[src/rtl/ccsb_pkg.sv]
// constants, reset values and state type for the clock synth config bank
// assumes one 10 MHz clock and pins already synchronous to it
// Behaviour
// - eight settings, index from three select pins
// - active index picks bits from config bytes
// - per-setting bits indexed by select combination
// - generic block at 00h, loop block 10h
// - bit 7 of 00h read-only variant
// - bits 6:4 of 00h read-only revision
// - bits 3:0 of 00h read-only vendor
// - lock bit 01h bit 5, reset zero
// - power down bit overrides pins for the loop and first output and kills them
// - power down never saved as one
// - 01h bits 1:0 are low address bits
// - 02h bit 7 picks first output source
// - 02h bit 6 picks shared pin function
// - two-bit output state decode table
// - stored pin choice removes serial pins
// - stored lock refuses saves, keeps writes
package ccsb_pkg;
    // geometry
    localparam int CFG_DEPTH = 32;
    localparam int IDX_W = 3;
    localparam int SPREAD_W = 3;
    // byte offsets
    localparam logic [4:0] OFF_IDENT = 5'h00;
    localparam logic [4:0] OFF_GENERAL = 5'h01;
    localparam logic [4:0] OFF_OUTSRC = 5'h02;
    localparam logic [4:0] OFF_FIRST_STATE = 5'h04;
    localparam logic [4:0] OFF_SAVE = 5'h06;
    localparam logic [4:0] OFF_LOOP_BASE = 5'h10;
    localparam logic [4:0] OFF_SPREAD_LO = 5'h10;
    localparam logic [4:0] OFF_SPREAD_MID = 5'h11;
    localparam logic [4:0] OFF_SPREAD_HI = 5'h12;
    localparam logic [4:0] OFF_FREQ = 5'h13;
    localparam logic [4:0] OFF_SECOND_THIRD = 5'h15;
    // general control byte fields
    localparam int GEN_RSVD = 7;
    localparam int GEN_BUSY = 6;
    localparam int GEN_LOCK = 5;
    localparam int GEN_PDN = 4;
    localparam int GEN_SRC_HI = 3;
    localparam int GEN_SRC_LO = 2;
    localparam int GEN_ADR_HI = 1;
    localparam int GEN_ADR_LO = 0;
    // output source / pin function byte fields
    localparam int OUT_SRC = 7;
    localparam int OUT_PINFN = 6;
    localparam int ST1_HI = 5;
    localparam int ST1_LO = 4;
    localparam int ST0_HI = 3;
    localparam int ST0_LO = 2;
    // save byte field
    localparam int SAVE_GO = 0;
    // reset values
    localparam logic [7:0] RST_GENERAL = 8'h01;
    localparam logic [7:0] RST_OUTSRC = 8'hB4;
    localparam logic [7:0] RST_FIRST_STATE = 8'h02;
    localparam logic [7:0] RST_SAVE = 8'h40;
    localparam logic [7:0] RST_OTHER = 8'h00;
    // codes
    localparam logic [1:0] SRC_RESERVED = 2'h3;
    localparam logic [1:0] ST_POWER_DOWN = 2'h0;
    localparam logic [1:0] ST_HIGH_Z = 2'h1;
    localparam logic [1:0] ST_DRIVE_LOW = 2'h2;
    localparam logic [1:0] ST_ENABLED = 2'h3;
    // nonvolatile save duration in clock cycles
    localparam logic [4:0] NV_SAVE_COUNT = 5'h10;
    localparam logic [3:0] BITS_PER_BYTE = 4'h8;

    // serial engine states
    typedef enum logic [3:0] {
        SER_IDLE, SER_ADDR, SER_ADDR_ACK, SER_CMD, SER_CMD_ACK,
        SER_WDATA, SER_WDATA_ACK, SER_RDATA, SER_RDATA_ACK
    } ccsb_ser_state_e;

    // reset value of each stored byte
    function automatic logic [7:0] ccsb_reset_byte(input int idx);
        logic [7:0] v;
        v = RST_OTHER;
        if (idx == int'(OFF_GENERAL)) v = RST_GENERAL;
        else if (idx == int'(OFF_OUTSRC)) v = RST_OUTSRC;
        else if (idx == int'(OFF_FIRST_STATE)) v = RST_FIRST_STATE;
        else if (idx == int'(OFF_SAVE)) v = RST_SAVE;
        return v;
    endfunction
endpackage

[src/rtl/ccsb_bit_pick.sv]
// picks the field of the active setting out of a packed per-setting vector
// assumes eight settings packed with setting 0 in the low bits
`timescale 1ns/1ps
module ccsb_bit_pick #(
    parameter int W = 1
) (
    // packed per-setting fields
    input wire logic [W*8-1:0] fieldVec,
    input wire logic [2:0] index,
    // selected field
    output logic [W-1:0] field
);
    // plain mux, no state
    assign field = fieldVec[W*int'(index) +: W];
endmodule // ccsb_bit_pick

[src/rtl/ccsb_config_bank.sv]
// config bank of the clock synthesizer with its two-wire serial slave
// assumes pins synchronous to sys_clk and serial bit rate far below 10 MHz
`timescale 1ns/1ps
module ccsb_config_bank #(
    parameter logic VARIANT_BIT = 1'b0,          // arbitrary value
    parameter logic [2:0] REVISION_FIELD = 3'h0, // arbitrary value
    parameter logic [3:0] VENDOR_FIELD = 4'hA,   // arbitrary value
    parameter logic [4:0] SLAVE_ADDR_HI = 5'h16  // arbitrary value
) (
    // clock and reset
    input wire logic sys_clk,
    input wire logic rst,
    // select pins; mid is also serial data, high also serial clock
    input wire logic selectPinLow,
    input wire logic selectPinMidIn,
    output logic selectPinMidOut,
    output logic selectPinMidOe,
    input wire logic selectPinHigh,
    // controls for the synthesizer loop and outputs
    output logic [ccsb_pkg::IDX_W-1:0] activeIndex,
    output logic synthLoopEnable,
    output logic devicePowerDown,
    output logic firstOutputFromLoop,
    output logic firstOutputEnable,
    output logic firstOutputDriveLow,
    output logic firstOutputHighZ,
    output logic frequencyChoice,
    output logic [ccsb_pkg::SPREAD_W-1:0] spreadChoice,
    output logic secondThirdOutputState,
    output logic [1:0] inputSourceSelect,
    // nonvolatile status
    output logic nonvolatileLock,
    output logic serialPinsActive,
    output logic nvSaveBusy
);
    import ccsb_pkg::*;

    logic [7:0] cfgMem [0:CFG_DEPTH-1]; // working registers
    logic [7:0] nvMem [0:CFG_DEPTH-1];  // nonvolatile copy
    logic [4:0] saveCnt;                // save cycles left
    logic sclPrev, sdaPrev;             // last pin samples
    ccsb_ser_state_e serState;
    logic [3:0] bitCnt;
    logic [7:0] shiftReg;
    logic [6:0] ptrReg;                 // byte pointer
    logic isRead;
    logic ackSeen;                      // master acked read byte
    logic driveLow;                     // open-drain pull on data pin
    logic wrStrobe;                     // one-cycle commit pulse
    logic [4:0] wrAddr;
    logic [7:0] wrData;
    logic [7:0] rdCur, rdNext;
    logic [7:0] genByte, outByte, nvGen, nvOut, identByte;
    logic serialOn, sclNow, sdaNow, sclRise, sclFall, startSeen, stopSeen;
    logic saveGo;
    logic [2:0] idxC;
    logic firstStateBit, freqBit, secondThirdBit;
    logic [SPREAD_W-1:0] spreadBits;
    logic [1:0] defC;
    logic downC;

    // byte view seen by a serial read
    function automatic logic [7:0] readByte(input logic [6:0] a);
        logic [7:0] v;
        v = 8'h00;                              // unmapped reads zero
        if (a[6:5] != 2'h0) v = 8'h00;
        else if (a[4:0] == OFF_IDENT)
            v = identByte;
        else if (a[4:0] == OFF_GENERAL)
            v = {1'b0, saveCnt != 5'h00, cfgMem[OFF_GENERAL][5:0]};
        else v = cfgMem[a[4:0]];
        return v;
    endfunction

    // convenience views
    assign genByte = cfgMem[OFF_GENERAL];
    assign outByte = cfgMem[OFF_OUTSRC];
    assign nvGen = nvMem[OFF_GENERAL];
    assign nvOut = nvMem[OFF_OUTSRC];
    // id fields are parameters, so no write path can reach them
    assign identByte = {VARIANT_BIT, REVISION_FIELD,
                        VENDOR_FIELD};
    assign nvSaveBusy = saveCnt != 5'h00;
    assign selectPinMidOut = 1'b0;       // open drain: only pulls low
    assign selectPinMidOe = driveLow;

    // serial pins exist only until select use is stored
    assign serialOn = !nvOut[OUT_PINFN];
    assign sclNow = selectPinHigh;
    assign sdaNow = selectPinMidIn;
    assign sclRise = !sclPrev && sclNow;
    assign sclFall = sclPrev && !sclNow;
    assign startSeen = sclPrev && sclNow && sdaPrev && !sdaNow;
    assign stopSeen = sclPrev && sclNow && !sdaPrev && sdaNow;

    // read data for current and next pointer
    always_comb begin
        rdCur = readByte(ptrReg);
        rdNext = readByte(ptrReg + 7'h01);
    end

    // pin history for edge and start/stop detection
    always_ff @(posedge sys_clk or posedge rst) begin
        if (rst) begin
            sclPrev <= 1'b1;
            sdaPrev <= 1'b1;
        end else begin
            sclPrev <= sclNow;
            sdaPrev <= sdaNow;
        end
    end

    // serial slave: byte write, byte read, auto-incremented sequences
    always_ff @(posedge sys_clk or posedge rst) begin
        if (rst) begin
            serState <= SER_IDLE;
            bitCnt <= 4'h0;
            shiftReg <= 8'h00;
            ptrReg <= 7'h00;
            isRead <= 1'b0;
            ackSeen <= 1'b0;
            driveLow <= 1'b0;
            wrStrobe <= 1'b0;
            wrAddr <= 5'h00;
            wrData <= 8'h00;
        end else begin
            wrStrobe <= 1'b0;
            if (!serialOn) begin
                // pins belong to the selector now
                serState <= SER_IDLE;
                driveLow <= 1'b0;
            end else if (startSeen) begin
                serState <= SER_ADDR;
                bitCnt <= 4'h0;
                driveLow <= 1'b0;
            end else if (stopSeen) begin
                serState <= SER_IDLE;
                driveLow <= 1'b0;
            end else begin
                case (serState)
                    SER_ADDR, SER_CMD, SER_WDATA: begin
                        if (sclRise && bitCnt != BITS_PER_BYTE) begin
                            shiftReg <= {shiftReg[6:0], sdaNow};
                            bitCnt <= bitCnt + 4'h1;
                        end else if (sclFall && bitCnt == BITS_PER_BYTE) begin
                            bitCnt <= 4'h0;
                            if (serState == SER_ADDR) begin
                                // low address bits come from the bank
                                if (shiftReg[7:1] == {SLAVE_ADDR_HI,
                                    genByte[GEN_ADR_HI:GEN_ADR_LO]}) begin
                                    isRead <= shiftReg[0];
                                    serState <= SER_ADDR_ACK;
                                    driveLow <= 1'b1;
                                end else begin
                                    serState <= SER_IDLE;
                                end
                            end else if (serState == SER_CMD) begin
                                ptrReg <= shiftReg[6:0];
                                serState <= SER_CMD_ACK;
                                driveLow <= 1'b1;
                            end else if (nvSaveBusy) begin
                                // no writes while a save runs: nack
                                serState <= SER_IDLE;
                            end else begin
                                wrStrobe <= ptrReg[6:5] == 2'h0;
                                wrAddr <= ptrReg[4:0];
                                wrData <= shiftReg;
                                serState <= SER_WDATA_ACK;
                                driveLow <= 1'b1;
                            end
                        end
                    end
                    SER_ADDR_ACK: begin
                        if (sclFall) begin
                            bitCnt <= 4'h0;
                            if (isRead) begin
                                shiftReg <= rdCur;
                                driveLow <= !rdCur[7];
                                serState <= SER_RDATA;
                            end else begin
                                driveLow <= 1'b0;
                                serState <= SER_CMD;
                            end
                        end
                    end
                    SER_CMD_ACK, SER_WDATA_ACK: begin
                        if (sclFall) begin
                            driveLow <= 1'b0;
                            if (serState == SER_WDATA_ACK)
                                ptrReg <= ptrReg + 7'h01;
                            serState <= SER_WDATA;
                        end
                    end
                    SER_RDATA: begin
                        if (sclFall) begin
                            if (bitCnt == 4'h7) begin
                                bitCnt <= 4'h0;
                                driveLow <= 1'b0;
                                serState <= SER_RDATA_ACK;
                            end else begin
                                shiftReg <= {shiftReg[6:0], 1'b0};
                                driveLow <= !shiftReg[6];
                                bitCnt <= bitCnt + 4'h1;
                            end
                        end
                    end
                    SER_RDATA_ACK: begin
                        if (sclRise) begin
                            ackSeen <= !sdaNow;
                        end else if (sclFall) begin
                            if (ackSeen) begin
                                ptrReg <= ptrReg + 7'h01;
                                shiftReg <= rdNext;
                                driveLow <= !rdNext[7];
                                serState <= SER_RDATA;
                            end else begin
                                serState <= SER_IDLE;    // wait for stop
                            end
                        end
                    end
                    default: serState <= SER_IDLE;
                endcase
            end
        end
    end

    // working registers; writes already refused while a save runs
    always_ff @(posedge sys_clk or posedge rst) begin
        if (rst) begin
            for (int i = 0; i < CFG_DEPTH; i++)
                cfgMem[i] <= ccsb_reset_byte(i);
        end else if (wrStrobe && !nvSaveBusy) begin
            case (wrAddr)
                OFF_IDENT: ;
                OFF_GENERAL: begin
                    cfgMem[OFF_GENERAL][GEN_RSVD] <= 1'b0;
                    cfgMem[OFF_GENERAL][GEN_BUSY] <= 1'b0;
                    cfgMem[OFF_GENERAL][GEN_LOCK] <=
                        wrData[GEN_LOCK];
                    cfgMem[OFF_GENERAL][GEN_PDN] <= wrData[GEN_PDN];
                    cfgMem[OFF_GENERAL][GEN_ADR_HI:GEN_ADR_LO] <=
                        wrData[GEN_ADR_HI:GEN_ADR_LO];
                    // reserved source code leaves the source alone
                    if (wrData[GEN_SRC_HI:GEN_SRC_LO] != SRC_RESERVED)
                        cfgMem[OFF_GENERAL][GEN_SRC_HI:GEN_SRC_LO] <=
                            wrData[GEN_SRC_HI:GEN_SRC_LO];
                end
                // the go bit is a trigger, never stored
                OFF_SAVE: cfgMem[OFF_SAVE] <= {wrData[7:1], 1'b0};
                default: cfgMem[wrAddr] <= wrData;
            endcase
        end
    end

    // save starts only when unlocked in nonvolatile storage
    assign saveGo = wrStrobe && wrAddr == OFF_SAVE && wrData[SAVE_GO] &&
                    !nvGen[GEN_LOCK] && !nvSaveBusy;

    // nonvolatile copy and save timer
    always_ff @(posedge sys_clk or posedge rst) begin
        if (rst) begin
            saveCnt <= 5'h00;
            for (int i = 0; i < CFG_DEPTH; i++)
                nvMem[i] <= ccsb_reset_byte(i);
        end else if (saveGo) begin
            saveCnt <= NV_SAVE_COUNT;
        end else if (nvSaveBusy) begin
            saveCnt <= saveCnt - 5'h01;
            if (saveCnt == 5'h01) begin
                for (int i = 0; i < CFG_DEPTH; i++)
                    nvMem[i] <= cfgMem[i];
                nvMem[OFF_GENERAL][GEN_PDN] <= 1'b0;
            end
        end
    end

    // shared pins count only when stored as select inputs
    always_comb begin
        idxC = {!serialOn && selectPinHigh, !serialOn && selectPinMidIn,
                selectPinLow};
    end

    // per-setting bits chosen by the active index
    ccsb_bit_pick #(.W(1)) pickFirst (
        .fieldVec(cfgMem[OFF_FIRST_STATE]),
        .index(idxC),
        .field(firstStateBit)
    );
    ccsb_bit_pick #(.W(1)) pickFreq (
        .fieldVec(cfgMem[OFF_FREQ]),
        .index(idxC),
        .field(freqBit)
    );
    ccsb_bit_pick #(.W(1)) pickSecond (
        .fieldVec(cfgMem[OFF_SECOND_THIRD]),
        .index(idxC),
        .field(secondThirdBit)
    );
    ccsb_bit_pick #(.W(SPREAD_W)) pickSpread (
        .fieldVec({cfgMem[OFF_SPREAD_HI], cfgMem[OFF_SPREAD_MID],
                   cfgMem[OFF_SPREAD_LO]}),
        .index(idxC),
        .field(spreadBits)
    );

    // output state definition and power down decision
    always_comb begin
        defC = firstStateBit ? outByte[ST1_HI:ST1_LO] : outByte[ST0_HI:ST0_LO];
        downC = genByte[GEN_PDN] || defC == ST_POWER_DOWN;
    end

    // registered control outputs
    always_ff @(posedge sys_clk or posedge rst) begin
        if (rst) begin
            activeIndex <= 3'h0;
            synthLoopEnable <= 1'b0;
            devicePowerDown <= 1'b1;
            firstOutputFromLoop <= 1'b1;
            firstOutputEnable <= 1'b0;
            firstOutputDriveLow <= 1'b0;
            firstOutputHighZ <= 1'b1;
            frequencyChoice <= 1'b0;
            spreadChoice <= 3'h0;
            secondThirdOutputState <= 1'b0;
            inputSourceSelect <= 2'h0;
            nonvolatileLock <= 1'b0;
            serialPinsActive <= 1'b1;
        end else begin
            activeIndex <= idxC;
            synthLoopEnable <= !downC;
            devicePowerDown <= downC;
            firstOutputFromLoop <= outByte[OUT_SRC];
            firstOutputEnable <= !downC && defC == ST_ENABLED;
            firstOutputDriveLow <= !downC && defC == ST_DRIVE_LOW;
            firstOutputHighZ <= downC || defC == ST_HIGH_Z;
            frequencyChoice <= freqBit;
            spreadChoice <= spreadBits;
            secondThirdOutputState <= secondThirdBit;
            inputSourceSelect <= genByte[GEN_SRC_HI:GEN_SRC_LO];
            nonvolatileLock <= nvGen[GEN_LOCK];
            serialPinsActive <= serialOn;
        end
    end
endmodule // ccsb_config_bank

[config.mk]
export PLATFORM = sky130hd
export DESIGN_NAME = ccsb_config_bank
export DESIGN_NICKNAME = d
export VERILOG_FILES = /design/src/rtl/ccsb_pkg.sv /design/src/rtl/ccsb_bit_pick.sv /design/src/rtl/ccsb_config_bank.sv
export SDC_FILE = /design/constraint.sdc
export NUM_CORES = 1
export LEC_CHECK = 0
export BUFFER_PORTS_ARGS = -buffer_cell sky130_fd_sc_hd__buf_4
export CORE_MARGIN = 4
export CORE_UTILIZATION = 35
export DETAILED_ROUTE_END_ITERATION = 8
export GPL_ROUTABILITY_DRIVEN = 0
export PLACE_DENSITY = 0.55
export RECOVER_POWER = 25
export SYNTH_ARGS = -nofsm -noshare
export SYNTH_HDL_FRONTEND = slang
export SYNTH_SLANG_ARGS = --single-unit
[constraint.sdc]
create_clock -name sys_clk -period 22.7 [get_ports sys_clk]
set_clock_uncertainty 0.2 [all_clocks]
set_input_delay 4.54 -clock sys_clk [delete_from_list [all_inputs] [get_ports sys_clk]]
set_output_delay 4.54 -clock sys_clk [all_outputs]
set_load 0.01 [all_outputs]
==> flow_summary.json <==
{
  "status": "finished with violations",
  "violations": "max-capacitance violations, max-slew violations",
  "finish.net_count": 1347,
  "p_per_area_nw_per_um2": 92.99,
  "startpoint": "saveCnt[0]",
  "cts.path.max_buffers": 3,
  "cp_max_fo": 7,
  "worstHoldPathType": "reg2reg",
  "drt_iter0_markers": 1100,
  "detailed_place_hpwl_um": 33180,
  "cpLargestDelayFamily": "buffers and inverters",
  "ys_types": 76,
  "syn_nets": 1374,
  "grt-ovfl-total": 0,
  "grt_pass1_vias": 11990,
  "setup-violations-final": 0,
  "synthMostInstantiatedCell": "dfrtp_1",
  "wl_per_cell_um": 24.33,
  "cp-endpoint": "nvSaveBusy",
  "synth_seq_area_share": 0.4499,
  "reg2reg_slack_ns": 18.06,
  "postSynth.asyncResetShare": 1.000,
  "grt_setup_unrepaired": "no",
  "ir_drop_mv": 0.05800,
  "hold_viol_final": 0,
  "dp_cells": 1965,
  "synth_edf_count": 0,
  "ctsHoldBuffers": 0,
  "post-cts-setup-buffers": 0,
  "relSlewSlack": -0.005922,
  "grt_max_degree": 175,
  "rr_endpoint": "shiftReg[0]",
  "synthToLayoutAreaGrowth_pct": 10.15,
  "power_w": 0.001844,
  "h-tree-depth": 2,
  "r2r-start": "ptrReg[1]",
  "yosysTopAreaCellShare": 0.4309,
  "yosys_most_used_dff": "dfrtp_1",
  "worst-path-stages": 5,
  "post_cts_resized": 0,
  "worst-path-buf-inv": 3,
  "grt_pass1_wl_um": 77030,
  "drv_cap": 1,
  "syn_area_per_cell_um2": 13.24,
  "clock_sinks": 323,
  "via_per_inst": 5.819,
  "drc": 0,
  "period_needed_ns": 6.796,
  "holdWs_ns": 0.1961,
  "final_util": 0.3928,
  "cp-end-kind": "output pin",
  "fmax_mhz": 147.1,
  "yosysWarnings": 0,
  "first_pass_iters": 5,
  "slew_viol_final": 1,
  "p_leak_nw": 8.661,
  "worst_slew_pin_slew_ns": 1.497,
  "cts_tree": "done",
  "io_buffers": 24,
  "grt_use_total": 0.1777,
  "min_period_over_period": 0.2994,
  "cp.arrival_ns": 2.06,
  "syn_inst": 1360,
  "worstPathCellList": "inv_1 > ha_1 > and2_0 > inv_1 > buf_4",
  "final.setup.tns_ns": 0,
  "cpPeakStageDelay_ns": 0.42,
  "synth_area_leaders": "dfrtp_1, mux4_2, mux2_2",
  "ant_nets": 0,
  "crit_type": "reg2out",
  "layout.cells.non_filler": 2032,
  "r2r_cells": 8,
  "routed_wl_um": 49450,
  "die_width_um": 234.8,
  "row_count": 82,
  "crit_required_ns": 17.96,
  "start_kind": "flop",
  "via_count": 11830,
  "clkTransAtPathRegs_ns": 0.05,
  "antenna_found_initial": 0,
  "io_pins": 26,
  "initial_utilization": 0.3567,
  "drive_above_1_share": 0.4018,
  "synth_common_cells": "dfrtp_1, mux2_2, mux4_2, nand2_1, nor2_1",
  "die_area_um2": 55130,
  "die_h_um": 234.8,
  "clk_latency_ns": 0.54,
  "timing.critical_path.mode_cell": "inv_1",
  "crit_path_top_delay_cell": "dfrtp_1",
  "core_um2": 50480,
  "netlist_area_um2": 18000,
  "cts_root_buffer": "clkbuf_16",
  "synth_area_leader_cell": "dfrtp_1",
  "ys_ff_latch": 323,
  "cts_buffers": 38
}
metrics by stage:
stage / worst slack [ns] / area, um2
2_1_floorplan: 9.040 / 18000
3_3_place_gp: 15.72 / 18630
3_5_place_dp: 15.61 / 18630
4_1_cts: 16.01 / 19830
5_1_grt: 15.75 / 19830
6_report: 15.90 / 19830
registers in the layout, indices dropped and copies added (netlist names), 2 cells and up:
name / count
activeIndex: 3
bitCnt: 4
cfgMem: 240
genByte: 8
inputSourceSelect: 2
outByte: 8
ptrReg: 7
saveCnt: 5
serState: 4
shiftReg: 8
spreadChoice: 3
wrAddr: 5
wrData: 8
cells in the final DEF, fill, tap and decap left out, types with 8 or more instances in the layout:
master	netlist	final
inv_1	22	21
nand2_1	110	110
or3_1	12	12
buf_4	13	40
ha_1	9	8
xnor2_1	9	8
nor3_1	11	12
a221oi_1	9	9
clkbuf_16	0	39
clkbuf_1	55	11
dfstp_2	13	12
mux2i_1	18	18
a31oi_1	9	9
a21oi_1	32	32
nor2_1	56	56
dfrtp_1	310	307
nand3_1	21	21
o21ai_0	36	36
nor2b_1	15	15
mux2_2	271	271
mux4_2	142	142
a211oi_1	8	8
o211ai_1	8	8
nand2b_1	8	8
routing by layer:
metal	wire length, um	track usage	part of all wire	vias to the layer above
li1	-	-	-	5115
met1	22680	0.2590	0.46	6287
met2	22750	0.2743	0.46	338
met3	2420	0.02674	0.049	85
met4	1594	0.05764	0.032	0
met5	0	0	0	-
where the power goes:
group / switching (W) / total [W] / internal, W
clock network: 0.000243 / 0.000598 / 0.000355
registers: 0.0000662 / 0.000663 / 0.000596
logic: 0.000354 / 0.000583 / 0.000229
kinds of logic (layout without fill, tap and decap cells):
group	count (synthesis)	after routing	share of synthesized area
XOR/XNOR	12	12	0.006255
buffers and inverters	132	131	0.03746
AO/OA/AOI/OAI	157	157	0.05949
other	1	2	0.0002083
flip-flops	323	323	0.4499
adder cells (fa/ha/maj)	9	9	0.006255
multiplexers	433	433	0.3601
AND/OR/NAND/NOR	293	293	0.08041
how the worst min path moves through the flow:
stage,startpoint,to,slack [ns],depth (start not counted)
floorplan,outByte[7],firstOutputFromLoop,0.16,0
global placement,cfgMem[253],cfgMem[253],0.18,0
detailed placement,cfgMem[249],cfgMem[249],0.19,0
CTS,cfgMem[249],cfgMem[249],0.20,0
global route,cfgMem[252],cfgMem[252],0.21,0
finish,cfgMem[251],cfgMem[251],0.20,0
cell type report:
type	instances	area (um2)
antenna	1	2.502
clock buffer	55	1086
clock inverter	11	115.1
fill	4795	30650
inverter	24	97.59
multi-input combinational	905	9260
sequential	323	8108
tap	672	840.8
timing repair buffer	41	320.3
No activity file was read; power rests on OpenSTA's default activity.
